File: config.mk
export PLATFORM = sky130hd
export DESIGN_NAME = mtss_bridge
export DESIGN_NICKNAME = d
export VERILOG_FILES = /design/src/hdl/mtss_pkg.sv /design/src/hdl/mtss_bridge.sv /design/src/hdl/mtss_sync.sv
export SDC_FILE = /design/constraint.sdc
export NUM_CORES = 1
export LEC_CHECK = 0
export BUFFER_PORTS_ARGS = -buffer_cell sky130_fd_sc_hd__buf_4
export CAP_MARGIN = 20
export CORE_MARGIN = 2
export CORE_UTILIZATION = 40
export DETAILED_ROUTE_END_ITERATION = 10
export SYNTH_ARGS = -nofsm -noshare
export SYNTH_HDL_FRONTEND = slang
export SYNTH_SLANG_ARGS = --single-unit
export TNS_END_PERCENT = 1
File: constraint.sdc
create_clock -name ref_clk_i -period 2 [get_ports ref_clk_i]
set_input_delay 0.2 -clock ref_clk_i [delete_from_list [all_inputs] [get_ports ref_clk_i]]
set_output_delay 0.2 -clock ref_clk_i [all_outputs]
set_load 0.1 [all_outputs]
File: src/hdl/mtss_pkg.sv
// Purpose : Shared constants and types of the multidrop slot select bridge
// Assumes : Eight bit instruction register, six slot inputs, three ports
// Notes   : Opcode values other than the broadcast address are local picks
package mtss_pkg;

   // ==========================================================
   // Widths
   localparam int IR_W    = 8;
   localparam int SLOT_W  = 6;
   localparam int LSP_N   = 3;

   // ==========================================================
   // Instruction register values
   localparam logic [1:0]      IR_CAPTURE_LSB = 2'h1;
   localparam logic [1:0]      ADDR_PAD       = 2'h0;
   localparam logic [IR_W-1:0] BROADCAST_ADDR = 8'h3B;
   localparam logic [IR_W-1:0] OP_BYPASS      = 8'hFF;
   localparam logic [IR_W-1:0] OP_RETURN_WAIT = 8'hC1;
   localparam logic [IR_W-1:0] OP_MODE_SEL    = 8'hC2;
   localparam logic [IR_W-1:0] OP_ATTACH      = 8'hC3;
   localparam logic [IR_W-1:0] OP_PARK_RESET  = 8'hC4;
   localparam logic [IR_W-1:0] OP_REINIT_ALL  = 8'hC5;

   // ==========================================================
   // Mode register
   localparam logic [IR_W-1:0] MODE_RESET     = 8'h00;
   localparam logic [IR_W-1:0] MODE_ALL_SER   = 8'h07;

   // ==========================================================
   // Types
   typedef enum logic [3:0] {
      TLR, RTI, SEL_DR, CAP_DR, SHF_DR, EX1_DR, PAU_DR, EX2_DR, UPD_DR,
      SEL_IR, CAP_IR, SHF_IR, EX1_IR, PAU_IR, EX2_IR, UPD_IR
   } mtss_tap_type;

   typedef enum logic [1:0] {
      SC_WAIT, SC_SELECTED, SC_BCAST, SC_UNSEL
   } mtss_sel_type;

   typedef struct packed {
      logic tck;
      logic local_test_mode_out;
      logic tdi;
   } mtss_lsp_type;

   // ==========================================================
   // Standard test access port state walk
   function automatic mtss_tap_type mtss_tap_next(input mtss_tap_type s,
                                                  input logic tms);
      mtss_tap_type n;
      n = TLR;
      case (s)
         TLR:     n = tms ? TLR    : RTI;
         RTI:     n = tms ? SEL_DR : RTI;
         SEL_DR:  n = tms ? SEL_IR : CAP_DR;
         CAP_DR:  n = tms ? EX1_DR : SHF_DR;
         SHF_DR:  n = tms ? EX1_DR : SHF_DR;
         EX1_DR:  n = tms ? UPD_DR : PAU_DR;
         PAU_DR:  n = tms ? EX2_DR : PAU_DR;
         EX2_DR:  n = tms ? UPD_DR : SHF_DR;
         UPD_DR:  n = tms ? SEL_DR : RTI;
         SEL_IR:  n = tms ? TLR    : CAP_IR;
         CAP_IR:  n = tms ? EX1_IR : SHF_IR;
         SHF_IR:  n = tms ? EX1_IR : SHF_IR;
         EX1_IR:  n = tms ? UPD_IR : PAU_IR;
         PAU_IR:  n = tms ? EX2_IR : PAU_IR;
         EX2_IR:  n = tms ? UPD_IR : SHF_IR;
         UPD_IR:  n = tms ? SEL_DR : RTI;
         default: n = TLR;
      endcase
      return n;
   endfunction : mtss_tap_next

endpackage : mtss_pkg

File: src/hdl/mtss_bridge.sv
// Purpose : Slot addressed selection logic of a multidrop scan bridge
// Assumes : Backplane test clock far slower than ref_clk_i
// Notes   : Backplane pins are sampled; tck edges are found by sampling
//
// Function
// Master shifts address through Shift/Update-IR
// Update-IR match selects, mismatch unselects
// Capture-IR loads 01 and slot inputs
// Selected bridge shifts capture out serially
// Master reads back slot; all ones absent
// Return-to-wait sends controller to wait; a waiting controller takes it as a mismatched address and goes unselected
// Master polls every address, skips empty
// Mode select scans mode register; 07 series
// Attach inserts enabled local ports
// Return-to-wait also resets local ports
// Park forces local test mode high
// Broadcast 3B selects all; reinit parks
// Unselected bridge never drives backplane out
`timescale 1ns/1ps
`default_nettype none
module mtss_bridge (
   input  wire logic        ref_clk_i,              // 100 MHz clock
   input  wire logic        resetn_i,               // Async reset, low
   input  wire logic        bp_tck_i,               // Backplane test clock
   input  wire logic        bp_tms_i,               // Backplane mode
   input  wire logic        backplane_serial_in_i,  // Backplane data in
   input  wire logic        bp_trst_n_i,            // Test reset, low
   input  wire logic [5:0]  slot_id_inputs_i,       // Slot strap pins
   input  wire logic [2:0]  local_serial_ret_i,     // Local chain returns
   output logic             bp_tdo_o,               // Backplane data out
   output logic             bp_tdo_oe_n_o,          // Data out enable, low
   output mtss_pkg::mtss_lsp_type [2:0] local_scan_port_o, // Local ports
   output logic             selected_o              // Bridge selected
);
   localparam int SW = mtss_pkg::SLOT_W;
   localparam int IW = mtss_pkg::IR_W;
   localparam int NP = mtss_pkg::LSP_N;

   // ==========================================================
   // Pin sampling and clock edge detection
   logic [SW-1:0] slot_s;
   logic [NP-1:0] ret_s;
   logic          tck_s, tms_s, tdi_s, trst_n_s, tck_d_r;
   logic          tck_rise, tck_fall;

   mtss_sync #(.WIDTH(4), .RST_VAL(4'h9)) u_sync_bp (
      .ref_clk_i (ref_clk_i),
      .resetn_i  (resetn_i),
      .async_i   ({bp_trst_n_i, bp_tck_i, bp_tms_i,
                   backplane_serial_in_i}),
      .sync_o    ({trst_n_s, tck_s, tms_s, tdi_s})
   );

   mtss_sync #(.WIDTH(SW + NP), .RST_VAL('0)) u_sync_misc (
      .ref_clk_i (ref_clk_i),
      .resetn_i  (resetn_i),
      .async_i   ({slot_id_inputs_i, local_serial_ret_i}),
      .sync_o    ({slot_s, ret_s})
   );

   always_ff @(posedge ref_clk_i or negedge resetn_i) begin
      if (!resetn_i) begin
         tck_d_r <= 1'b0;
      end else begin
         tck_d_r <= tck_s;
      end
   end

   assign tck_rise = tck_s & ~tck_d_r;
   assign tck_fall = ~tck_s & tck_d_r;

   // ==========================================================
   // Backplane TAP controller
   mtss_pkg::mtss_tap_type tap_r;

   always_ff @(posedge ref_clk_i or negedge resetn_i) begin
      if (!resetn_i) begin
         tap_r <= mtss_pkg::TLR;
      end else if (!trst_n_s) begin
         tap_r <= mtss_pkg::TLR;
      end else if (tck_rise) begin
         tap_r <= mtss_pkg::mtss_tap_next(tap_r, tms_s);
      end
   end

   // ==========================================================
   // Selection controller and instruction register
   mtss_pkg::mtss_sel_type sel_r;
   logic [IW-1:0] ir_sh_r, ir_r, mode_r, mode_sh_r;
   logic          park_r, bypass_r, active, attached, chain_out;
   logic          upd_ir, upd_dr, tlr;

   assign tlr      = (tap_r == mtss_pkg::TLR);
   assign upd_ir   = tck_fall && (tap_r == mtss_pkg::UPD_IR);
   assign upd_dr   = tck_fall && (tap_r == mtss_pkg::UPD_DR);
   assign active   = (sel_r == mtss_pkg::SC_SELECTED) ||
                     (sel_r == mtss_pkg::SC_BCAST);
   assign attached = active && !park_r;
   assign selected_o = active;

   always_ff @(posedge ref_clk_i or negedge resetn_i) begin
      if (!resetn_i) begin
         ir_sh_r <= mtss_pkg::OP_BYPASS;
      end else if (tck_rise && tap_r == mtss_pkg::CAP_IR) begin
         // Capture slot id
         ir_sh_r <= {slot_s, mtss_pkg::IR_CAPTURE_LSB};
      end else if (tck_rise && tap_r == mtss_pkg::SHF_IR) begin
         // Shift out, shift in
         ir_sh_r <= {chain_out, ir_sh_r[IW-1:1]};
      end
   end

   always_ff @(posedge ref_clk_i or negedge resetn_i) begin
      if (!resetn_i) begin
         sel_r <= mtss_pkg::SC_WAIT;
         ir_r  <= mtss_pkg::OP_BYPASS;
      end else if (tlr) begin
         sel_r <= mtss_pkg::SC_WAIT;
         ir_r  <= mtss_pkg::OP_BYPASS;
      end else if (upd_ir) begin
         case (sel_r)
            mtss_pkg::SC_WAIT: begin
               // Broadcast selects all
               if (ir_sh_r == mtss_pkg::BROADCAST_ADDR) begin
                  sel_r <= mtss_pkg::SC_BCAST;
               // Address compare
               end else if (ir_sh_r == {mtss_pkg::ADDR_PAD, slot_s}) begin
                  sel_r <= mtss_pkg::SC_SELECTED;
               end else begin
                  sel_r <= mtss_pkg::SC_UNSEL;
               end
               ir_r <= mtss_pkg::OP_BYPASS;
            end
            default: begin
               // Every non-waiting bridge back to wait
               if (ir_sh_r == mtss_pkg::OP_RETURN_WAIT) begin
                  sel_r <= mtss_pkg::SC_WAIT;
                  ir_r  <= mtss_pkg::OP_BYPASS;
               end else if (active) begin
                  ir_r <= ir_sh_r;
               end
            end
         endcase
      end
   end

   // ==========================================================
   // Local port park control
   always_ff @(posedge ref_clk_i or negedge resetn_i) begin
      if (!resetn_i) begin
         park_r <= 1'b1;
      end else if (tlr) begin
         park_r <= 1'b1;
      end else if (upd_ir && sel_r != mtss_pkg::SC_WAIT) begin
         // Return-to-wait resets ports
         if (ir_sh_r == mtss_pkg::OP_RETURN_WAIT) begin
            park_r <= 1'b1;
         end else if (active) begin
            // Park in reset
            if (ir_sh_r == mtss_pkg::OP_PARK_RESET ||
                // Reinit all ports
                ir_sh_r == mtss_pkg::OP_REINIT_ALL) begin
               park_r <= 1'b1;
            // Attach local chains
            end else if (ir_sh_r == mtss_pkg::OP_ATTACH) begin
               park_r <= 1'b0;
            end
         end
      end
   end

   // ==========================================================
   // Data registers: mode and bypass
   always_ff @(posedge ref_clk_i or negedge resetn_i) begin
      if (!resetn_i) begin
         mode_sh_r <= mtss_pkg::MODE_RESET;
         bypass_r  <= 1'b0;
      end else if (tck_rise && tap_r == mtss_pkg::CAP_DR) begin
         mode_sh_r <= mode_r;
         bypass_r  <= 1'b0;
      end else if (tck_rise && tap_r == mtss_pkg::SHF_DR) begin
         mode_sh_r <= {chain_out, mode_sh_r[IW-1:1]};
         bypass_r  <= chain_out;
      end
   end

   always_ff @(posedge ref_clk_i or negedge resetn_i) begin
      if (!resetn_i) begin
         mode_r <= mtss_pkg::MODE_RESET;
      end else if (tlr) begin
         mode_r <= mtss_pkg::MODE_RESET;
      // Mode register load
      end else if (upd_dr && active && ir_r == mtss_pkg::OP_MODE_SEL) begin
         mode_r <= mode_sh_r;
      end
   end

   // ==========================================================
   // Local chain routing, backplane data first through enabled ports
   logic [NP-1:0] port_en;
   logic [NP-1:0] port_tdi;

   // Enabled ports in series
   assign port_en = attached ? mode_r[NP-1:0] : '0;

   always_comb begin
      logic feed;
      feed     = tdi_s;
      port_tdi = '0;
      for (int k = 0; k < NP; k++) begin
         port_tdi[k] = feed;
         if (port_en[k]) begin
            feed = ret_s[k];
         end
      end
      chain_out = feed;
   end

   // Local clocks run always so parked TAPs still walk to reset
   always_ff @(posedge ref_clk_i or negedge resetn_i) begin
      if (!resetn_i) begin
         for (int k = 0; k < NP; k++) begin
            local_scan_port_o[k] <= '{1'b0, 1'b1, 1'b1};
         end
      end else begin
         for (int k = 0; k < NP; k++) begin
            local_scan_port_o[k].tck <= tck_s;
            // Parked ports held high
            local_scan_port_o[k].local_test_mode_out <=
               port_en[k] ? tms_s : 1'b1;
            local_scan_port_o[k].tdi <= port_tdi[k];
         end
      end
   end

   // ==========================================================
   // Backplane data out, changes on falling test clock
   logic own_out;
   logic shifting;

   assign shifting = (tap_r == mtss_pkg::SHF_IR) ||
                     (tap_r == mtss_pkg::SHF_DR);

   always_comb begin
      if (tap_r == mtss_pkg::SHF_IR) begin
         own_out = ir_sh_r[0];
      end else if (ir_r == mtss_pkg::OP_MODE_SEL) begin
         own_out = mode_sh_r[0];
      end else begin
         own_out = bypass_r;
      end
   end

   always_ff @(posedge ref_clk_i or negedge resetn_i) begin
      if (!resetn_i) begin
         bp_tdo_o      <= 1'b1;
         bp_tdo_oe_n_o <= 1'b1;
      end else if (tck_fall) begin
         // Serial read-back
         bp_tdo_o      <= own_out;
         // Only the addressed bridge drives
         bp_tdo_oe_n_o <= !(shifting && sel_r == mtss_pkg::SC_SELECTED);
      end
   end

endmodule : mtss_bridge
`default_nettype wire

File: src/hdl/mtss_sync.sv
// Purpose : Two flip-flop synchroniser for pin inputs
// Assumes : Each bit is an independent level
// Notes   : First stage is read by the second stage only
`timescale 1ns/1ps
`default_nettype none
module mtss_sync #(
   parameter int          WIDTH = 1,
   parameter logic [WIDTH-1:0] RST_VAL = '0
) (
   input  wire logic             ref_clk_i,  // System clock
   input  wire logic             resetn_i,   // Async reset, active low
   input  wire logic [WIDTH-1:0] async_i,    // Pin levels
   output logic      [WIDTH-1:0] sync_o      // Synchronised levels
);
   logic [WIDTH-1:0] meta_r;

   always_ff @(posedge ref_clk_i or negedge resetn_i) begin
      if (!resetn_i) begin
         meta_r <= RST_VAL;
         sync_o <= RST_VAL;
      end else begin
         meta_r <= async_i;
         sync_o <= meta_r;
      end
   end
endmodule : mtss_sync
`default_nettype wire

==> run metrics, run 1 <==
Clock transition at path regs=~0.08 ns; Synth Warn #=0; initial core utilization=a little over two fifths; number of diodes=0; largest net degree at the start of global routing=between 40 and 50; pwr/cell area=approximately 700 mW/mm^2; Die Y=slightly below 100 um; CP required=2.24 ns; Die Wd=approximately 97 um; top-area cell type share of the netlist area=roughly a third; Cell Rows=33; critical path type=flip-flop to flip-flop; Period minus WS final=about 1.9 ns; CTS-repair resized insts=0; max-cap violations=0; vias=roughly 2500; largest cells by area after synthesis=dfrtp_1, dfstp_2, nand2_1; Skew-Pair Late Insertion Delay=0.35 ns; count leader, synth=dfrtp_1; Slew @ Worst Pin=roughly 0.44 ns; Clock Tree Root=clkbuf_8; FFs w/ async S/R, synth=100.0%; number of I/O pins=27; Final Cycle Share=between 90 and 100%; DP HPWL=4632 um; Slew HR=70.65%; Core Area=around 0.0083 sq mm; Starting DRT DRC Count=between 100 and 150; Post-CTS Setup Inserts=0; Worst Path Max Fanout=14; CTS tree=built; max incr delay on CP=approximately 0.47 ns; # clock sinks=75; # nets final=372; CTS Buf Count=9; area grow syn2layout=19.61%; Final Util=49.82%; GPL Wtd Cong=between 0.8 and 0.9; Pre-antenna DRT Iters=4; RSZ-0062 raised after global routing=false; vias in the first global route=between 2000 and 2500; cell taking the most area after synthesis=dfrtp_1; Cell Chain, Critical Path=buf_4 > nand4_1 > nor2_1 > a21oi_1 > a32o_1; first-pass GRT wire length=~12000 um; ratio of cells with drive above 1 in the final layout=around 27%; Crit path max-delay family=simple AND/OR/NAND/NOR gates; Via density=5.325; Leak=1.697 nW; sequential fraction of the synthesis area=55.62%; H-Tree Depth=3; Peak VDD IR=between 0.4 and 0.5 mV; Final setup viols=0; Clock Path Buffers=2; Mapped Nets=330; Max Transition Viols Final=0; Fin. Hold Viols=0; FMAX=between 500 and 600 MHz; status=finished clean; Final TNS setup=0 ns; number of buffer and inverter stages on the critical path=1; Clock Skew=approximately 0.0095 ns; Hold Crit Class=primary input to async pin; Die ar.=approximately 0.0094 sq mm; Unique masters post-synth=60; cts-stage hold buffer count=14; Routed Wire Length=6909 um; global route overflow=0; Global Route Usage Sum=roughly 16%; Worst R2R Start=tap_r[2]; Critical Path AT=~2.1 ns; Synth Cell Area=about 0.0034 sq mm; initial antenna violation count=0; EDFF count, synth=0; mean routed wirelength per cell=around 15 um; #FFs+latches synth=75; Commonest cells post-synth=dfrtp_1, nand2_1, dfstp_2; DRT antenna net count=0; Synth Flop Type=dfrtp_1; slowest stage cell, crit path=dfrtp_1; Syn Inst Count=313; startpoint class of the critical path=flip-flop; DRC violations left=0; Worst setup EP type=flip-flop; synthesized area per cell=~11 sq um; critical path launch point=tap_r[2]; Buffers on Ports=26
state kept, by name (all words and copies together), names as in the netlist, 2 cells and up:
signal              flops
u_sync_misc.meta_r      9
tap_r                   4
ir_r                    8
u_sync_misc.sync_o      9
local_scan_port_o       7
u_sync_bp.meta_r        4
ir_sh_r                 8
mode_sh_r               8
u_sync_bp.sync_o        4
mode_r                  8
sel_r                   2
report_power, final:
group          total [mW]  leakage, nW  switching [mW]  internal, mW
registers            1.59        0.892          0.0278          1.56
clock network        1.15       0.0885           0.575         0.576
logic               0.218        0.717           0.133        0.0855
total                2.96         1.70           0.736          2.22
kinds of logic (layout without fill, tap and decap cells):
logic type	Yosys count	in the layout	synth area share [%]
AOI/OAI and AO/OA	77	77	14.51
xor gates and xnor gates	7	7	1.783
adders and majority gates	2	2	0.7274
buffers and inverters	27	74	3.819
DFF	75	75	55.62
muxes	14	14	4.147
and+or+nand+nor	111	111	19.39
per-layer routing:
metal	vias to the layer above	GRT usage (%)	share of wire, %
li1	1213	-	-
met1	1197	23.00	49
met2	58	22.28	45
met3	8	3.902	4.6
met4	0	5.850	1.7
met5	-	0	0
area by class of cell:
| type | count | area [sq um] |
|---|---|---|
| Fill cell | 770 | 4144 |
| Sequential cell | 75 | 1913 |
| Multi-Input combinational cell | 211 | 1408 |
| Timing Repair Buffer | 54 | 452.9 |
| Tap cell | 105 | 131.4 |
| Clock buffer | 10 | 127.6 |
| Clock inverter | 6 | 66.31 |
| Inverter | 4 | 15.01 |
placed cells by master (no fill, tap or decap), types with 3 or more instances in the layout:
cell and n:
o22ai_1 7, xor2_1 4, nor2_1 17, nor3_1 6, nor3b_1 3, clkinvlp_4 3, dfrtp_1 46, a211oi_1 4
dlygate4sd3_1 14, nand3b_1 4, nor2b_1 4, dfstp_2 29, a31oi_1 4, o21ai_1 8, clkbuf_8 9, o21ai_0 15
nand2b_1 6, nand3_1 8, buf_4 39, or4b_1 3, mux2i_1 12, inv_1 4, xnor2_1 3, nor4_1 3
nand2_1 37, and4b_1 3, a21oi_1 17
stage by stage:
step	hold slack (ns)	std cells	worst slack, ns	total power [mW]	area [sq um]
global route	0.3565	465	0.0002933	3.090	4114
floorplan	-0.09559	313	0.04680	1.723	3452
global placement	0.1626	435	0.2067	1.810	3780
detailed placement	0.1669	435	0.1682	1.813	3780
finish	0.3297	465	0.1257	2.955	4114
CTS	0.3188	465	0.1649	2.997	4114
worst paths after layout:
path	endpoint	slack (ns)	cells after the start
min in group ref_clk_i	u_sync_misc.sync_o[0]	0.35	0
max in group asynchronous	ir_r[1]	1.04	3
hold / removal	u_sync_misc.sync_o[0]	0.33	2
setup / recovery	sel_r[0]	0.13	5
setup reg to reg	sel_r[0]	0.13	5
hold reg to reg	u_sync_misc.sync_o[0]	0.35	0
Power figures use the tool's default switching activity.
==> run 2: changes to the inputs <==
PLACE_DENSITY = 0.69   (was not set)
==> run 2 against run 1 <==
Against the previous run: setup slack worse by 0.022 ns; non-clock buffer count down 1; die area unchanged; first-iteration DRC count down 33%; cell area down 0.30%; clock-buffer cell count down 1; clock power about the same; worst hold slack worse by 0.013 ns; combinational power about the same; largest cell class unchanged.
==> run metrics, run 2 (synthesis results as in run 1) <==
net switching power=approximately 0.8 mW; Peak VDD IR=just under 0.5 mV; # clock sinks=75; switching share of power=between 20 and 30%; slowest stage cell, crit path=dfstp_2; Fin. Hold Viols=0; max-cap violations=0; Skew-Pair Late Insertion Delay=~0.36 ns; Final TNS setup=0 ns; initial core utilization=a little over two fifths; area grow syn2layout=19.24%; Buffers on Ports=26; GPL Wtd Cong=roughly 0.87; Design Power=~2.9 mW; DRT antenna net count=0; mean routed wirelength per cell=about 15 um; Worst Path Max Fanout=6; # nets final=roughly 370; Period minus WS final=~1.9 ns; Via density=5.386; startpoint class of the critical path=flip-flop; Met3 Wirelength=approximately 210 um; Clock Tree Root=clkbuf_8; first-pass GRT wire length=11960 um; max incr delay on CP=approximately 0.59 ns; H-Tree Depth=3; Starting DRT DRC Count=70; commonest cells after routing, fill and taps aside=dfrtp_1, buf_4, nand2_1; P_int=roughly 2.1 mW; Worst setup EP type=flip-flop; Core Area=about 0.0083 sq mm; Met1 Wirelength=3331 um; Final setup viols=0; number of I/O pins=27; status=finished clean; Routed Wire Length=6894 um; clock network power share=38.3%; Die Wd=between 90 and 100 um; Crit path max-delay family=simple AND/OR/NAND/NOR gates; Hold Crit Class=primary input to async pin; Comb power frac=about 7.4%; Clock Skew=about 0.0083 ns; Reg power frac=around 54%; Cell Rows=33; Slew HR=between 70% and 80%; CTS-repair resized insts=0; DP HPWL=4624 um; largest net degree at the start of global routing=44; register area=between 0.0015 and 0.002 sq mm; Max Transition Viols Final=0; Leak=~1.7 nW; Die Y=around 97 um; Cell Chain, Critical Path=or4b_4 > o21ba_1 > nor3b_1 > o31ai_1; FMAX=527.4 MHz; critical path type=flip-flop to flip-flop; Top Layer Used=met4; Regs by FF count=u_sync_misc.meta_r: 9 flops, u_sync_misc.sync_o: 9 flops; commonest non-fill, non-tap cell in the layout=dfrtp_1; Global Route Usage Sum=~16%; CTS tree=built; Critical Path AT=about 2.2 ns; global route overflow=0; Slew @ Worst Pin=~0.44 ns; ratio of cells with drive above 1 in the final layout=a little over a quarter; Final Util=49.67%; combined area of the multi-input logic cells=around 0.0014 sq mm; initial antenna violation count=0; Die ar.=between 0.009 and 0.01 sq mm; Final Cycle Share=between 90 and 100%; Clock Path Buffers=2; vias in the first global route=2478; vias=~2500; CP required=roughly 2.3 ns; number of buffer and inverter stages on the critical path=0; pwr/cell area=just over 700 mW/mm^2; CTS Buf Count=9; met2 wire length=about 3200 um; DRC violations left=0; Pre-antenna DRT Iters=4; number of diodes=0; Clock transition at path regs=0.08 ns; # fillers=about 770; RSZ-0062 raised after global routing=false
[run 2: cell types whose count changed in the layout (fill, tap and decap cells not counted)]
cell,before,now
clkinv_2,1,0
buf_4,39,38
clkbuf_1,1,0
bufinv_16,1,0
clkinvlp_4,3,1
inv_8,0,2
inv_6,0,3
[run 2: through the flow]
stage | instances | hold WS, ns | setup slack (ns) | cell area, sq um
after floorplan | 313 | -0.09559 | 0.04680 | 3452
after global placement | 434 | 0.1608 | 0.2137 | 3772
after detailed placement | 434 | 0.1664 | 0.1091 | 3772
after CTS | 464 | 0.3086 | 0.1068 | 4101
after global routing | 464 | 0.3419 | 0.03125 | 4101
final | 464 | 0.3169 | 0.1039 | 4101
[run 2: cell type report]
type / instances / area share, %
Inverter: 4 / 0.3661
Tap cell: 105 / 3.203
Clock inverter: 7 / 1.586
Clock buffer: 9 / 3.020
Sequential cell: 75 / 46.64
Timing Repair Buffer: 53 / 10.86
Multi-Input combinational cell: 211 / 34.32
[run 2: what timing repair did]
item,in CTS,in global routing
hold buffers,14,0
hold endpoints to repair,31,0
endpoints found under the setup margin,0,0
setup buffers,0,0
[run 2: final timing paths]
check,start,to,slack (ns),cells past startpoint
min in group ref_clk_i,u_sync_misc.meta_r[5],u_sync_misc.sync_o[5],0.35,0
min,resetn_i,u_sync_misc.meta_r[1],0.32,2
max in group asynchronous,resetn_i,ir_r[7],1.06,3
max,ir_sh_r[6],ir_r[7],0.10,4
min reg2reg,u_sync_misc.meta_r[5],u_sync_misc.sync_o[5],0.35,0
max reg2reg,ir_sh_r[6],ir_r[7],0.10,4
[run 2: per-layer routing]
metal / GRT usage, % / up-vias
li1: - / 1211
met1: 21.74 / 1240
met2: 23.13 / 37
met3: 4.913 / 11
met4: 6.501 / 0
met5: 0 / -
[run 2: power groups by stage]
| stage | Combinational [mW] | Sequential, mW | Clock, mW |
|---|---|---|---|
| after CTS | 0.219 | 1.58 | 1.17 |
| after global routing | 0.237 | 1.59 | 1.23 |
| after floorplan | 0.0968 | 1.63 | 0 |
| after global placement | 0.195 | 1.61 | 0 |
| final | 0.217 | 1.58 | 1.12 |
| after detailed placement | 0.197 | 1.61 | 0 |
